<file path="src/inc/vector_select_pkg.sv">
// Package with constants, source codes and carriers for vector address selection.
package vector_select_pkg;

  localparam int unsigned ADDR_W       = 24;
  localparam int unsigned IRQ_W        = 6;
  localparam int unsigned VEC_W        = 7;
  localparam int unsigned TRAP_W       = 3;
  localparam int unsigned CTL_W        = 16;
  localparam int unsigned ALT_SEL_BIT  = 15;

  localparam logic [ADDR_W-1:0] RESET_ADDR   = 24'h000000;
  localparam logic [ADDR_W-1:0] TABLE_BASE   = 24'h000004;
  localparam logic [ADDR_W-1:0] IRQ_BASE     = 24'h000014;
  localparam logic [ADDR_W-1:0] ALT_OFFSET   = 24'h000100;
  localparam logic [VEC_W-1:0]  IRQ_VEC_OFS  = 7'h08;
  localparam logic [IRQ_W-1:0]  IRQ_LAST     = 6'h2d;
  localparam int unsigned       SLOT_SHIFT   = 1;

  // Source assignment per request number.
  typedef enum logic [5:0] {
    SRC_EXT_IRQ_ZERO       = 6'h00,
    SRC_INPUT_CAPTURE_ONE  = 6'h01,
    SRC_OUTPUT_COMPARE_ONE = 6'h02,
    SRC_TIMER_ONE          = 6'h03,
    SRC_DMA_CHANNEL_ZERO   = 6'h04,
    SRC_INPUT_CAPTURE_TWO  = 6'h05,
    SRC_OUTPUT_COMPARE_TWO = 6'h06,
    SRC_TIMER_TWO          = 6'h07,
    SRC_TIMER_THREE        = 6'h08,
    SRC_SPI_ONE_ERROR      = 6'h09,
    SRC_SPI_ONE_DONE       = 6'h0a,
    SRC_UART_ONE_RECEIVE   = 6'h0b,
    SRC_UART_ONE_TRANSMIT  = 6'h0c,
    SRC_CONVERTER_ONE_DONE = 6'h0d,
    SRC_DMA_CHANNEL_ONE    = 6'h0e,
    SRC_RESERVED_15        = 6'h0f,
    SRC_I2C_ONE_SLAVE      = 6'h10,
    SRC_I2C_ONE_MASTER     = 6'h11,
    SRC_RESERVED_18        = 6'h12,
    SRC_CHANGE_NOTIFY      = 6'h13,
    SRC_EXT_IRQ_ONE        = 6'h14,
    SRC_CONVERTER_TWO_DONE = 6'h15,
    SRC_INPUT_CAPTURE_7    = 6'h16,
    SRC_INPUT_CAPTURE_8    = 6'h17,
    SRC_DMA_CHANNEL_TWO    = 6'h18,
    SRC_OUTPUT_COMPARE_3   = 6'h19,
    SRC_OUTPUT_COMPARE_4   = 6'h1a,
    SRC_TIMER_FOUR         = 6'h1b,
    SRC_TIMER_FIVE         = 6'h1c,
    SRC_EXT_IRQ_TWO        = 6'h1d,
    SRC_UART_TWO_RECEIVE   = 6'h1e,
    SRC_UART_TWO_TRANSMIT  = 6'h1f,
    SRC_SPI_TWO_ERROR      = 6'h20,
    SRC_SPI_DONE_B         = 6'h21,
    SRC_CAN_ONE_RX_READY   = 6'h22,
    SRC_CAN_ONE_EVENT      = 6'h23,
    SRC_DMA_CHANNEL_THREE  = 6'h24,
    SRC_INPUT_CAPTURE_3    = 6'h25,
    SRC_INPUT_CAPTURE_4    = 6'h26,
    SRC_INPUT_CAPTURE_5    = 6'h27,
    SRC_INPUT_CAPTURE_6    = 6'h28,
    SRC_OUTPUT_COMPARE_5   = 6'h29,
    SRC_OUTPUT_COMPARE_6   = 6'h2a,
    SRC_OUTPUT_COMPARE_7   = 6'h2b,
    SRC_OUTPUT_COMPARE_8   = 6'h2c,
    SRC_RESERVED_45        = 6'h2d
  } source_e;

  typedef enum logic [1:0] {
    ST_RUN   = 2'b00,
    ST_RESET = 2'b01
  } state_e;

  // Request from the arbiter: a trap or an interrupt request.
  typedef struct packed {
    logic              valid;
    logic              is_trap;
    logic [TRAP_W-1:0] trap_num;
    logic [IRQ_W-1:0]  irq_num;
  } vec_req_s;

  // Answer to the core.
  typedef struct packed {
    logic              valid;
    logic              reserved;
    logic [VEC_W-1:0]  vec_num;
    logic [ADDR_W-1:0] addr;
  } vec_ans_s;

endpackage : vector_select_pkg

</file>
<file path="src/verilog/vector_slot_addr.sv">
// Combinational vector number and slot address for one table.
`timescale 1ns/1ns
module vector_slot_addr
  import vector_select_pkg::*;
(
  input  wire logic                           is_trap,
  input  wire logic [vector_select_pkg::TRAP_W-1:0] trap_num,
  input  wire logic [vector_select_pkg::IRQ_W-1:0]  irq_num,
  output logic      [vector_select_pkg::VEC_W-1:0]  vec_num,
  output logic      [vector_select_pkg::ADDR_W-1:0] addr
);

  logic [VEC_W-1:0] num;

  always_comb begin
    if (is_trap) begin
      num = {{(VEC_W-TRAP_W){1'b0}}, trap_num};
    end else begin
      num = VEC_W'({1'b0, irq_num} + IRQ_VEC_OFS); // RULE_03
    end
    vec_num = num;
    // Traps sit in the first eight slots, so irq n lands at base plus 2n plus 16.
    addr = ADDR_W'(TABLE_BASE + (ADDR_W'(num) << SLOT_SHIFT)); // RULE_16
  end

endmodule : vector_slot_addr

</file>
<file path="src/verilog/interrupt_vector_table_select.sv">
// Vector address generation with default/alternate table select and reset.
// Contract
// RULE_01 - Select bit set makes every vector fetch use the alternate table.
// RULE_02 - Alternate address equals default address plus 0x100, same layout.
// RULE_03 - Request n maps to vector n plus 8 at 0x14 plus 2n.
// RULE_04 - Reset clears state and forces the program counter to zero.
// RULE_05 - Reset is no exception; no vector fetch happens for it.
// RULE_06 - Requests 0-7: ext0, cap1, cmp1, t1, dma 0, cap2, cmp2, t2.
// RULE_07 - Requests 8-14: t3, spi1 err/done, uart1 rx/tx, conv1, dma1.
// RULE_08 - Requests 16-22: i2c1 slv/mst, reserved, cn, ext1, conv2, cap7.
// RULE_09 - Requests 23-31: cap8, dma2, cmp3, cmp4, t4, t5, ext2, uart2.
// RULE_10 - Requests 32 to 45: spi2, can1, dma3, ic3-6, oc5-8, reserved.
// RULE_11 - Software fills an unneeded alternate table like the default one.
// RULE_12 - Software fills unused slots with a software-reset handler address.
// RULE_13 - Software places a jump to start-up code at the reset address.
// RULE_14 - Each slot holds a 24-bit handler address loaded into the counter.
// RULE_15 - Lower vector addresses carry higher natural priority.
// RULE_16 - Default table starts at 0x000004; traps take the first eight slots.
// RULE_17 - The select bit is sampled when each vector address is formed.
`timescale 1ns/1ns
module interrupt_vector_table_select
  import vector_select_pkg::*;
(
  input  wire logic                                clk,
  input  wire logic                                arst_n,
  input  wire logic [vector_select_pkg::CTL_W-1:0] interrupt_control_two,
  input  wire vector_select_pkg::vec_req_s         req,
  input  wire logic [vector_select_pkg::ADDR_W-1:0] handler_addr,
  output logic                                     pc_load,
  output logic      [vector_select_pkg::ADDR_W-1:0] pc_value,
  output vector_select_pkg::vec_ans_s              ans,
  output logic      [vector_select_pkg::IRQ_W-1:0] priority_rank,
  output logic                                     alt_table_select
);
  import vector_select_pkg::*;

  ////////////////////////////////////////////////////////////////////////////
  typedef struct packed {
    state_e            state;
    logic              pend;
    logic              pc_load;
    logic [ADDR_W-1:0] pc_value;
    vec_ans_s          ans;
    logic [IRQ_W-1:0]  rank;
    logic              alt;
  } regs_s;

  regs_s r_r;
  regs_s r_nxt;

  logic [VEC_W-1:0]  dflt_num;
  logic [ADDR_W-1:0] dflt_addr;

  vector_slot_addr u_slot (
    .is_trap  (req.is_trap),
    .trap_num (req.trap_num),
    .irq_num  (req.irq_num),
    .vec_num  (dflt_num),
    .addr     (dflt_addr)
  );

  ////////////////////////////////////////////////////////////////////////////
  always_comb begin
    logic sel;
    logic in_table;
    sel = interrupt_control_two[ALT_SEL_BIT]; // RULE_17
    in_table = 1'b0;
    r_nxt = r_r;
    r_nxt.pc_load = 1'b0;
    r_nxt.ans.valid = 1'b0;
    r_nxt.alt = sel;
    case (r_r.state)
      ST_RESET: begin
        // Reset vectors straight to zero; the table is never consulted.
        r_nxt.pc_load  = 1'b1; // RULE_05
        r_nxt.pc_value = RESET_ADDR; // RULE_04
        r_nxt.state    = ST_RUN;
      end
      ST_RUN: begin
        if (r_r.pend) begin
          // The slot fetched last cycle now holds the 24-bit handler address.
          r_nxt.pc_load  = 1'b1;
          r_nxt.pc_value = handler_addr; // RULE_14
          r_nxt.pend     = 1'b0;
        end
        if (req.valid) begin
          r_nxt.ans.valid    = 1'b1;
          r_nxt.ans.vec_num  = dflt_num;
          // The flag comes from the source names listed below, so a slot added to
          // the table is flagged reserved until it is also listed here.
          if (req.is_trap) begin
            in_table = 1'b1; // RULE_16
          end else begin
            case (req.irq_num)
              // Requests 0 to 7.
              SRC_EXT_IRQ_ZERO,
              SRC_INPUT_CAPTURE_ONE,
              SRC_OUTPUT_COMPARE_ONE,
              SRC_TIMER_ONE,
              SRC_DMA_CHANNEL_ZERO,
              SRC_INPUT_CAPTURE_TWO,
              SRC_OUTPUT_COMPARE_TWO,
              SRC_TIMER_TWO: begin
                in_table = 1'b1; // RULE_06
              end

              // Requests 8 to 15.
              SRC_TIMER_THREE,
              SRC_SPI_ONE_ERROR,
              SRC_SPI_ONE_DONE,
              SRC_UART_ONE_RECEIVE,
              SRC_UART_ONE_TRANSMIT,
              SRC_CONVERTER_ONE_DONE,
              SRC_DMA_CHANNEL_ONE,
              SRC_RESERVED_15: begin
                in_table = 1'b1; // RULE_07
              end

              // Requests 16 to 22.
              SRC_I2C_ONE_SLAVE,
              SRC_I2C_ONE_MASTER,
              SRC_RESERVED_18,
              SRC_CHANGE_NOTIFY,
              SRC_EXT_IRQ_ONE,
              SRC_CONVERTER_TWO_DONE,
              SRC_INPUT_CAPTURE_7: begin
                in_table = 1'b1; // RULE_08
              end

              // Requests 23 to 31.
              SRC_INPUT_CAPTURE_8,
              SRC_DMA_CHANNEL_TWO,
              SRC_OUTPUT_COMPARE_3,
              SRC_OUTPUT_COMPARE_4,
              SRC_TIMER_FOUR,
              SRC_TIMER_FIVE,
              SRC_EXT_IRQ_TWO,
              SRC_UART_TWO_RECEIVE,
              SRC_UART_TWO_TRANSMIT: begin
                in_table = 1'b1; // RULE_09
              end

              // Requests 32 to 45.
              SRC_SPI_TWO_ERROR,
              SRC_SPI_DONE_B,
              SRC_CAN_ONE_RX_READY,
              SRC_CAN_ONE_EVENT,
              SRC_DMA_CHANNEL_THREE,
              SRC_INPUT_CAPTURE_3,
              SRC_INPUT_CAPTURE_4,
              SRC_INPUT_CAPTURE_5,
              SRC_INPUT_CAPTURE_6,
              SRC_OUTPUT_COMPARE_5,
              SRC_OUTPUT_COMPARE_6,
              SRC_OUTPUT_COMPARE_7,
              SRC_OUTPUT_COMPARE_8,
              SRC_RESERVED_45: begin
                in_table = 1'b1; // RULE_10
              end

              // Numbers past the table are flagged, never remapped.
              default: begin
                in_table = 1'b0;
              end
            endcase
          end
          r_nxt.ans.reserved = !in_table;
          // Both tables share one layout, offset by a fixed distance.
          r_nxt.ans.addr = sel ? ADDR_W'(dflt_addr + ALT_OFFSET)
                               : dflt_addr; // RULE_01 RULE_02
          // Rank equals the slot index: smaller wins among equal levels.
          r_nxt.rank     = IRQ_W'(dflt_num); // RULE_15
          r_nxt.pend     = 1'b1;
        end
      end
      default: begin
        r_nxt.state = ST_RESET;
      end
    endcase
  end

  ////////////////////////////////////////////////////////////////////////////
  always_ff @(posedge clk or negedge arst_n) begin
    if (!arst_n) begin
      r_r          <= '0; // RULE_04
      r_r.state    <= ST_RESET;
    end else begin
      r_r <= r_nxt;
    end
  end

  assign pc_load          = r_r.pc_load;
  assign pc_value         = r_r.pc_value;
  assign ans              = r_r.ans;
  assign priority_rank    = r_r.rank;
  assign alt_table_select = r_r.alt;

endmodule : interrupt_vector_table_select

</file>
<file path="config.mk">
export PLATFORM = sky130hd
export DESIGN_NAME = interrupt_vector_table_select
export DESIGN_NICKNAME = d
export VERILOG_FILES = /design/src/inc/vector_select_pkg.sv /design/src/verilog/vector_slot_addr.sv /design/src/verilog/interrupt_vector_table_select.sv
export SDC_FILE = /design/constraint.sdc
export NUM_CORES = 1
export LEC_CHECK = 0
export BUFFER_PORTS_ARGS = -buffer_cell sky130_fd_sc_hd__buf_2
export CORE_MARGIN = 2
export CORE_UTILIZATION = 40
export CTS_CLUSTER_DIAMETER = 120
export DETAILED_ROUTE_END_ITERATION = 8
export GPL_ROUTABILITY_DRIVEN = 0
export PLACE_DENSITY = 0.75
export SLEW_MARGIN = 40
export SYNTH_ARGS = -nofsm -noshare
export SYNTH_HDL_FRONTEND = slang
export SYNTH_SLANG_ARGS = --single-unit
</file>
<file path="constraint.sdc">
create_clock -name clk -period 1.8 [get_ports clk]
set_input_delay 0.45 -clock clk [delete_from_list [all_inputs] [get_ports clk]]
set_output_delay 0.45 -clock clk [all_outputs]
set_load 0.01 [all_outputs]
</file>
* Word level (Yosys, flattened, before mapping)
Memories as Yosys holds them, arrays and structs flattened.
Cells that the tools add are included.
W data, S select, Z words.
** Word-level totals
- Input bits :: 53
- Memory bits (read-only) :: 64
- Memories kept :: 1
- Logic and storage cells :: 32
- Bits in registers :: 68
** Operators by class
- Eq/ne operators :: 2
- Muxes and demuxes :: 11
- Add/sub/neg operators :: 3
- Reductions and logical operators :: 5
** Memory list
- (no name shown) :: words 64, bits a word 1, read ports 1, clocked after Yosys merged registers in 0, wr ports 0, RTL line interrupt_vector_table_select.sv:94 : case (req.irq_num)
** Operators by type and width (count)
- $mux W39 :: 2
- $pmux W25 S2 :: 1
- $mux W25 :: 1
- $add A24 B9 Y24 const B :: 1
- $mux W24 :: 1
- $add A3 B8 Y9 const A :: 1
- $add A6 B4 Y7 const B :: 1
- $mux W7 :: 1
- $mux W1 :: 4
- $pmux W2 S2 :: 1
- $reduce_and A2 Y1 :: 2
- $eq A2 B1 Y1 const B :: 1
- $logic_not A2 Y1 :: 1
- $ne A2 B2 Y1 const B :: 1
- $reduce_bool A2 Y1 :: 1
- $logic_not A1 Y1 :: 1

* Depth between registers and ports, before layout
Gate-level depths: netlist of run 1.
- Depth in word-level cells :: 7
- Mapped depth :: 6

* Hierarchy
Synthesis of run 1 repeated with hierarchy kept, for this count alone.
** Second synthesis, totals
- Cells, all modules :: 354
- Area, all modules :: 3414.5 µm²
** Modules (own cells, without submodules)
- interrupt_vector_table_select :: area each 3096.7 µm², instances 1, seq. area each 1527.7 µm², cells each 316
- vector_slot_addr :: area each 317.8 µm², instances 1, seq. area each 0.0 µm², cells each 38

* Least setup slack after synthesis of run 1
OpenSTA, ideal clock, no wires.
- Kind :: in2reg
- Start :: input port req[9] in the netlist's numbering
- End :: register r_r, in the netlist ans[6]
- Cell stages on the path :: 6
- Setup slack :: 0.270 ns
- Path buffers :: 1
- Data required time :: 1.679 ns
- Data arrival time :: 1.409 ns
- Cell sequence :: buf_6 > mux2_2 > ha_1 > nand3b_1 > xnor2_1 > a22o_1
** Between the ends
- Word-level cells in the longest chain between the ends :: 4
** RTL lines
- start: declaration :: RTL line interrupt_vector_table_select.sv:27 : input wire vector_select_pkg::vec_req_s req,
- $mux W7 (*) :: RTL line vector_slot_addr.sv:16 : if (is_trap) begin
- named net dflt_num[2] :: RTL line interrupt_vector_table_select.sv:51 : logic [VEC_W-1:0] dflt_num;
- $add A3 B8 Y9 (*) :: RTL line vector_slot_addr.sv:23 : addr = ADDR_W'(TABLE_BASE + (ADDR_W'(num) << SLOT_SHIFT));
- $add A24 B9 Y24 :: RTL line interrupt_vector_table_select.sv:169 : r_nxt.ans.addr = sel ? ADDR_W'(dflt_addr + ALT_OFFSET)
- $mux W24 (*) :: RTL line interrupt_vector_table_select.sv:169
- end signal: assignment :: RTL line interrupt_vector_table_select.sv:188 : r_r <= r_nxt;
- end: declaration :: RTL line interrupt_vector_table_select.sv:48 : regs_s r_r;
The timed path passes the listed nets; every way through them passes the cells marked *.
A chain may end at the register's enable or synchronous reset.

* Worst setup path after layout of run 1
Ends and elaborated chain as after synthesis.

==> impl_metrics.env, run 1 <==
export IMPL_pwr_share_comb_pct=20.9
export IMPL_cts_hold_buffers=0
export IMPL_required_ps=1980
export IMPL_antenna_found_initial=0
export IMPL_crit_path_top_delay_cell="mux2_2"
export IMPL_grt_overflow=0
export IMPL_design_area_sq_um=2559
export IMPL_area_growth_syn_to_layout_pct=7.236
export IMPL_synthesis_area_sq_um=2386
export IMPL_drc_errors=0
export IMPL_viasPerCell=4.347
export IMPL_cp_slowest_stage_delay_ps=350
export IMPL_layout_setup_ws_ps=511.8
export IMPL_avgSynthCellArea_sq_um=10.60
export IMPL_powerDensity_nw_per_um2=849.2
export IMPL_design_core_area_sq_um=5851
export IMPL_routedWlPerCell_um=11.25
export IMPL_grt_use_total_pct=11.90
export IMPL_hp_class="in2async"
export IMPL_rsz0062_at_grt="false"
export IMPL_crit_path_start_kind="input port"
export IMPL_critPathCaptureType="flop"
export IMPL_power_internal_mw=1.572
export IMPL_yosysWarnings=0
export IMPL_yosysTopAreaCellShare_pct=46.15
export IMPL_cts_root_buffer="clkbuf_8"
export IMPL_initial_core_util_pct=40.78
export IMPL_drt_wl_total_um=3858
export IMPL_clkPwrFrac_pct=26.4
export IMPL_synth_cell_types=30
export IMPL_cp_data_arrival_time_ps=1470
export IMPL_synth_cells=225
export IMPL_max_freq_ghz=0.7762
export IMPL_power_share_sequential_pct=52.7
export IMPL_critical_path_class="in2reg"
export IMPL_swShare_pct=27.67
export IMPL_row_count=28
export IMPL_setup_violations=0
export IMPL_pre_cts_ws_ps=204.2
export IMPL_ir_drop_mv=0.2965
export IMPL_clk_latency_ps=280
export IMPL_grt_pass1_vias=1311
export IMPL_clock_sinks=45
export IMPL_post_cts_buffers=0
export IMPL_synth_top_area_cell="dfrtp_1"
export IMPL_report_final_slew_viol_count=0
export IMPL_place_inst=335
export IMPL_hpwlAfterDp_um=3059
export IMPL_crit_chain="buf_2 -> mux2_2 -> ha_1 -> nand3b_1 -> xnor2_1 -> a22o_1"
export IMPL_final_cells=343
export IMPL_fin_crit_sh_pct=71.57
export IMPL_fin_hold_ws_ps=95.34
export IMPL_regToRegStartpoint="r_r[66]"
export IMPL_path_max_fanout=3
export IMPL_placed_area_sq_um=2476
export IMPL_drv_cap=0
export IMPL_finalNetCount=323
export IMPL_ys_ff_latch=45
export IMPL_setup_tns_ps=0
export IMPL_h_tree_depth=2
export IMPL_grt_max_degree=30
export IMPL_first_pass_iters=4
export IMPL_crit_buf_inv=1
export IMPL_dr_total_vias=1491
export IMPL_power_leakage_nw=1.447
export IMPL_drive_gt1_share_pct=39.93
export IMPL_diodes=0
export IMPL_grt_pass1_wl_um=5934
export IMPL_cts_buffers=5
export IMPL_die_area_sq_um=6599
export IMPL_status="finished, final reports clean"
export IMPL_crit_start="req[9]"
export IMPL_die_y_um=81.24
export IMPL_power_total_mw=2.173
export IMPL_cts_buffer_depth=2
export IMPL_post_cts_resize_count=0
export IMPL_fin_util_pct=43.73
export IMPL_synth_area_leaders="dfrtp_1 46%, buf_4 21%, mux2i_1 10%"
export IMPL_cts_tree="yes"
export IMPL_port_buffers=87
export IMPL_path_clk_slew_ps=80
export IMPL_p_switching_uw=601.3
export IMPL_die_width_um=81.24
export IMPL_antenna_left=0
export IMPL_ys_seq_area_share_pct=47.25
export IMPL_fill_cells=577
export IMPL_io_pins=118
export IMPL_finalHoldViolations=0
export IMPL_period_needed_ps=1288
export IMPL_cpLargestDelayFamily="multiplexers"
export IMPL_finClkSkew_ps=2.484
export IMPL_drtIter0Drc=37
area by class of cell:
cell class              instances  area [sq um]  area share [%]
flip-flops and latches         45          1127           44.06
multi-input cells             122         769.5           30.07
repair buffers                 91         478.0           18.68
well taps                      75         93.84           3.667
clock buffers                   6         72.57           2.836
clock inverters                 2         10.01          0.3912
inverters                       2         7.507          0.2934
Yosys cell counts:
library cell and n:
a21oi_1 1, nand2b_1 1, xor2_2 1, nand4_1 1, nand3b_1 2, a22o_1 3, and2_1 1, inv_2 1
nand4b_1 1, buf_2 1, nand2b_4 2, nor2_1 27, o41ai_2 1, clkbuf_1 2, nand2_1 24, buf_6 3
conb_1 1, mux2_2 1, dfrtp_1 44, o21a_1 1, mux2_4 1, or2_2 1, inv_1 1, a31oi_1 1
dfstp_2 1, mux2i_1 25, ha_1 3, buf_4 66, xnor2_1 3, o21ai_0 4
worst reg2reg max path, delay by kind of cell (launching register included):
family                 cells  cell delay, ps
buffers and inverters      1             170
DFF                        1             530
AOI/OAI and AO/OA          1             190
and+or+nand+nor            1             270
power by group through the flow:
stage / logic, mW / clock network, mW / registers, mW
3_5_place_dp: 0.466 / 0 / 1.17
2_1_floorplan: 0.434 / 0 / 1.16
6_report: 0.454 / 0.573 / 1.15
4_1_cts: 0.466 / 0.605 / 1.15
5_1_grt: 0.512 / 0.656 / 1.16
3_3_place_gp: 0.456 / 0 / 1.16
kinds of logic (layout without fill, tap and decap cells):
| family | count (synthesis) | count (layout) | share of synthesized area [%] |
|---|---|---|---|
| and+or+nand+nor | 60 | 60 | 11.22 |
| adders and majority gates | 3 | 3 | 1.573 |
| DFF | 45 | 45 | 47.25 |
| AOI/OAI and AO/OA | 11 | 11 | 3.409 |
| xor gates and xnor gates | 4 | 4 | 1.783 |
| muxes | 27 | 27 | 11.59 |
| buffers and inverters | 74 | 101 | 23.02 |
| other | 1 | 17 | 0.1572 |
final timing paths:
| kind | slack (ps) | depth (start not counted) | end |
|---|---|---|---|
| max in group asynchronous | 1210 | 2 | pc_value[15] |
| worst max-delay path | 510 | 6 | ans[6] |
| worst max register to register | 530 | 3 | ans[25] |
| worst min register to register | 480 | 2 | ans[8] |
| worst min-delay path | 100 | 1 | pc_value[4] |
| min in group clk | 290 | 1 | alt_table_select |
metal layers:
layer	up-vias	part of all wire, %	GRT usage [%]
met5	-	0	0
met4	0	0.88	3.051
met3	5	8.0	3.778
met2	73	47	20.91
met1	686	44	14.04
li1	727	-	-
sequential cells by signal, indices dropped and copies added (netlist names):
signal / flops
r_r: 2
alt_table_select: 1
ans: 17
pc_load: 1
pc_value: 24
cells in the final DEF, fill, tap and decap left out, drive strengths merged:
cell type | synthesis | final
nand4b | 1 | 1
and2 | 1 | 1
ha | 3 | 3
dfstp | 1 | 1
mux2 | 2 | 2
nor2 | 27 | 27
a31oi | 1 | 1
clkbuf | 2 | 6
nand2b | 3 | 3
or2 | 1 | 1
dfrtp | 44 | 44
nand2 | 24 | 24
a22o | 3 | 3
xor2 | 1 | 1
o21a | 1 | 1
nand3b | 2 | 2
xnor2 | 3 | 3
conb | 1 | 17
o21ai | 4 | 4
buf | 70 | 91
a21oi | 1 | 1
mux2i | 25 | 25
o41ai | 1 | 1
inv | 2 | 2
nand4 | 1 | 1
clkinv | 0 | 2
Note: power is estimated with default switching activity, not from simulation.
==> inputs of run 2 (changes only) <==
Settings changed: ABC_AREA from default to 1, PLACE_DENSITY 0.75 to 0.78.
Clock period 1.8 ns to 1.16 ns, I/O delays scaled along.
==> impl_metrics.env, run 2 <==
export IMPL_diodes=0
export IMPL_powerDensity_nw_per_um2=1312
export IMPL_pre_cts_ws_ps=-113.4
export IMPL_max_freq_ghz=0.8845
export IMPL_ys_seq_area_share_pct=46.64
export IMPL_synthesis_area_sq_um=2417
export IMPL_power_total_mw=3.619
export IMPL_die_y_um=81.74
export IMPL_report_final_slew_viol_count=0
export IMPL_cts_tree="yes"
export IMPL_grt_max_degree=42
export IMPL_design_core_area_sq_um=5886
export IMPL_power_leakage_nw=1.617
export IMPL_required_ps=870
export IMPL_finalNetCount=392
export IMPL_yosysWarnings=0
export IMPL_status="finished, final reports clean"
export IMPL_first_pass_iters=4
export IMPL_crit_chain="buf_2"
export IMPL_critical_path_class="reg2out"
export IMPL_synth_top_area_cell="dfrtp_1"
export IMPL_ir_drop_mv=0.6220
export IMPL_die_area_sq_um=6681
export IMPL_cts_buffer_depth=2
export IMPL_drc_errors=0
export IMPL_avgSynthCellArea_sq_um=8.542
export IMPL_final_common_cell="buf_2"
export IMPL_ys_ff_latch=45
export IMPL_synthArstFlopShare_pct=100.0
export IMPL_dr_total_vias=1842
export IMPL_path_clk_slew_ps=80
export IMPL_final_cells=411
export IMPL_synth_common_cells="71 x nand2_1, 65 x buf_4, 53 x nand3_1"
export IMPL_grt_use_total_pct=13.57
export IMPL_layout_setup_ws_ps=29.36
export IMPL_fill_cells=578
export IMPL_path_max_fanout=4
export IMPL_h_tree_depth=2
export IMPL_synth_most_common_cell="nand2_1"
export IMPL_fin_util_pct=46.85
export IMPL_ys_dominant_reg_cell="dfrtp_1"
export IMPL_viasPerCell=4.482
export IMPL_clock_sinks=45
export IMPL_crit_path_top_delay_cell="dfrtp_1"
export IMPL_hpwlAfterDp_um=3556
export IMPL_fin_crit_sh_pct=97.47
export IMPL_cts_root_buffer="clkbuf_8"
export IMPL_drv_cap=0
export IMPL_hp_class="in2reg"
export IMPL_routedWlPerCell_um=11.26
export IMPL_synth_edf_count=0
export IMPL_port_buffers=87
export IMPL_period_needed_ps=1131
export IMPL_cpLargestDelayFamily="flip-flops"
export IMPL_row_count=28
export IMPL_drt_wl_total_um=4628
export IMPL_mostFrequentLayoutCells="86 x buf_2, 71 x nand2_1, 53 x nand3_1"
export IMPL_antenna_left=0
export IMPL_grt_pass1_wl_um=6865
export IMPL_cp_data_arrival_time_ps=840
export IMPL_area_growth_syn_to_layout_pct=14.08
export IMPL_grt_overflow=0
export IMPL_io_pins=118
export IMPL_initial_core_util_pct=41.07
export IMPL_critPathCaptureType="output port"
export IMPL_finalHoldViolations=0
export IMPL_rsz0062_at_grt="true"
export IMPL_drtIter0Drc=38
export IMPL_drive_gt1_share_pct=36.31
export IMPL_cp_slowest_stage_delay_ps=410
export IMPL_crit_buf_inv=1
export IMPL_finClkSkew_ps=4.301
export IMPL_synth_cells=283
export IMPL_die_width_um=81.74
export IMPL_synth_area_leaders="dfrtp_1 46%, buf_4 20%, nand2_1 11%"
export IMPL_grt_pass1_vias=1592
export IMPL_yosysTopAreaCellShare_pct=45.55
export IMPL_setup_violations=0
export IMPL_place_inst=401
export IMPL_clk_latency_ps=280
export IMPL_largest_reg_flops=24
export IMPL_crit_path_start_kind="flop"
export IMPL_antenna_found_initial=0
export IMPL_cts_buffers=5
export IMPL_synth_cell_types=23
[run 2: timing repair]
action | CTS | global route
hold buffers | 1 | 0
buffers inserted | 0 | 2
endpoints found under the setup margin | 0 | 21
resized for setup | 0 | 5
hold endpoints to repair | 4 | 0
[run 2: layout make-up]
type	count	area, sq um	share of cell area, %
well taps	75	93.84	3.403
flip-flops and latches	45	1127	40.88
clock inverters	2	35.03	1.270
multi-input cells	168	774.5	28.09
clock buffers	5	68.82	2.495
repair buffers	106	615.6	22.32
inverters	10	42.54	1.543
[run 2: stage by stage]
step                      TNS [ps]  hold WS, ps  area (sq um)
final                            0        128.7          2758
after global routing        -113.0        113.6          2758
after CTS                        0        119.0          2725
after detailed placement    -311.2        121.3          2611
after global placement      -163.2        117.2          2611
after floorplan                  0       -5.591          2482
[run 2: worst paths after layout]
path	end	slack, ps	start	cells past startpoint
worst max register to register	pc_value[23]	70	r_r[66]	4
worst max-delay path	ans[1]	30	ans[24]	1
min in group asynchronous	pc_value[0]	360	arst_n	2
worst min register to register	ans[3]	480	ans[3]	2
worst min-delay path	alt_table_select	130	interrupt_control_two[15]	1
max in group asynchronous	r_r[66]	300	arst_n	3
[run 2: metal layers]
layer  routed length, um  global-route usage (%)  vias to the layer above  part of all wire [%]
met5                   0                       0                        -                     0
li1                    -                       -                      928                     -
met4                  51                   6.667                        0                   1.1
met2                2264                   24.55                       82                    49
met1                1948                   14.77                      826                    42
met3                 363                   3.187                        6                   7.8
[run 2: kinds of logic (layout without fill, tap and decap cells)]
logic type      count (synthesis)  after routing  synth area share [%]
fa+ha+maj                       3              3                 1.553
simple gates                  134            134                 24.22
compound gates                 13             13                 2.950
other cells                     1             17                0.1551
buf+inv                        86            123                 24.12
xor+xnor                        1              1                0.3624
flops                          45             45                 46.64
[run 2: power by group]
| group | total [mW] | switching, mW | internal (mW) |
|---|---|---|---|
| clock | 1.10 | 0.476 | 0.626 |
| sequential | 1.79 | 0.0797 | 1.71 |
| combinational | 0.732 | 0.423 | 0.309 |
[run 2: worst reg2reg max path, stage by stage (launching register included)]
cell	delay (ps)
dfstp_2	580
inv_4	70
buf_12	170
nand3_1	90
nand2_1	60
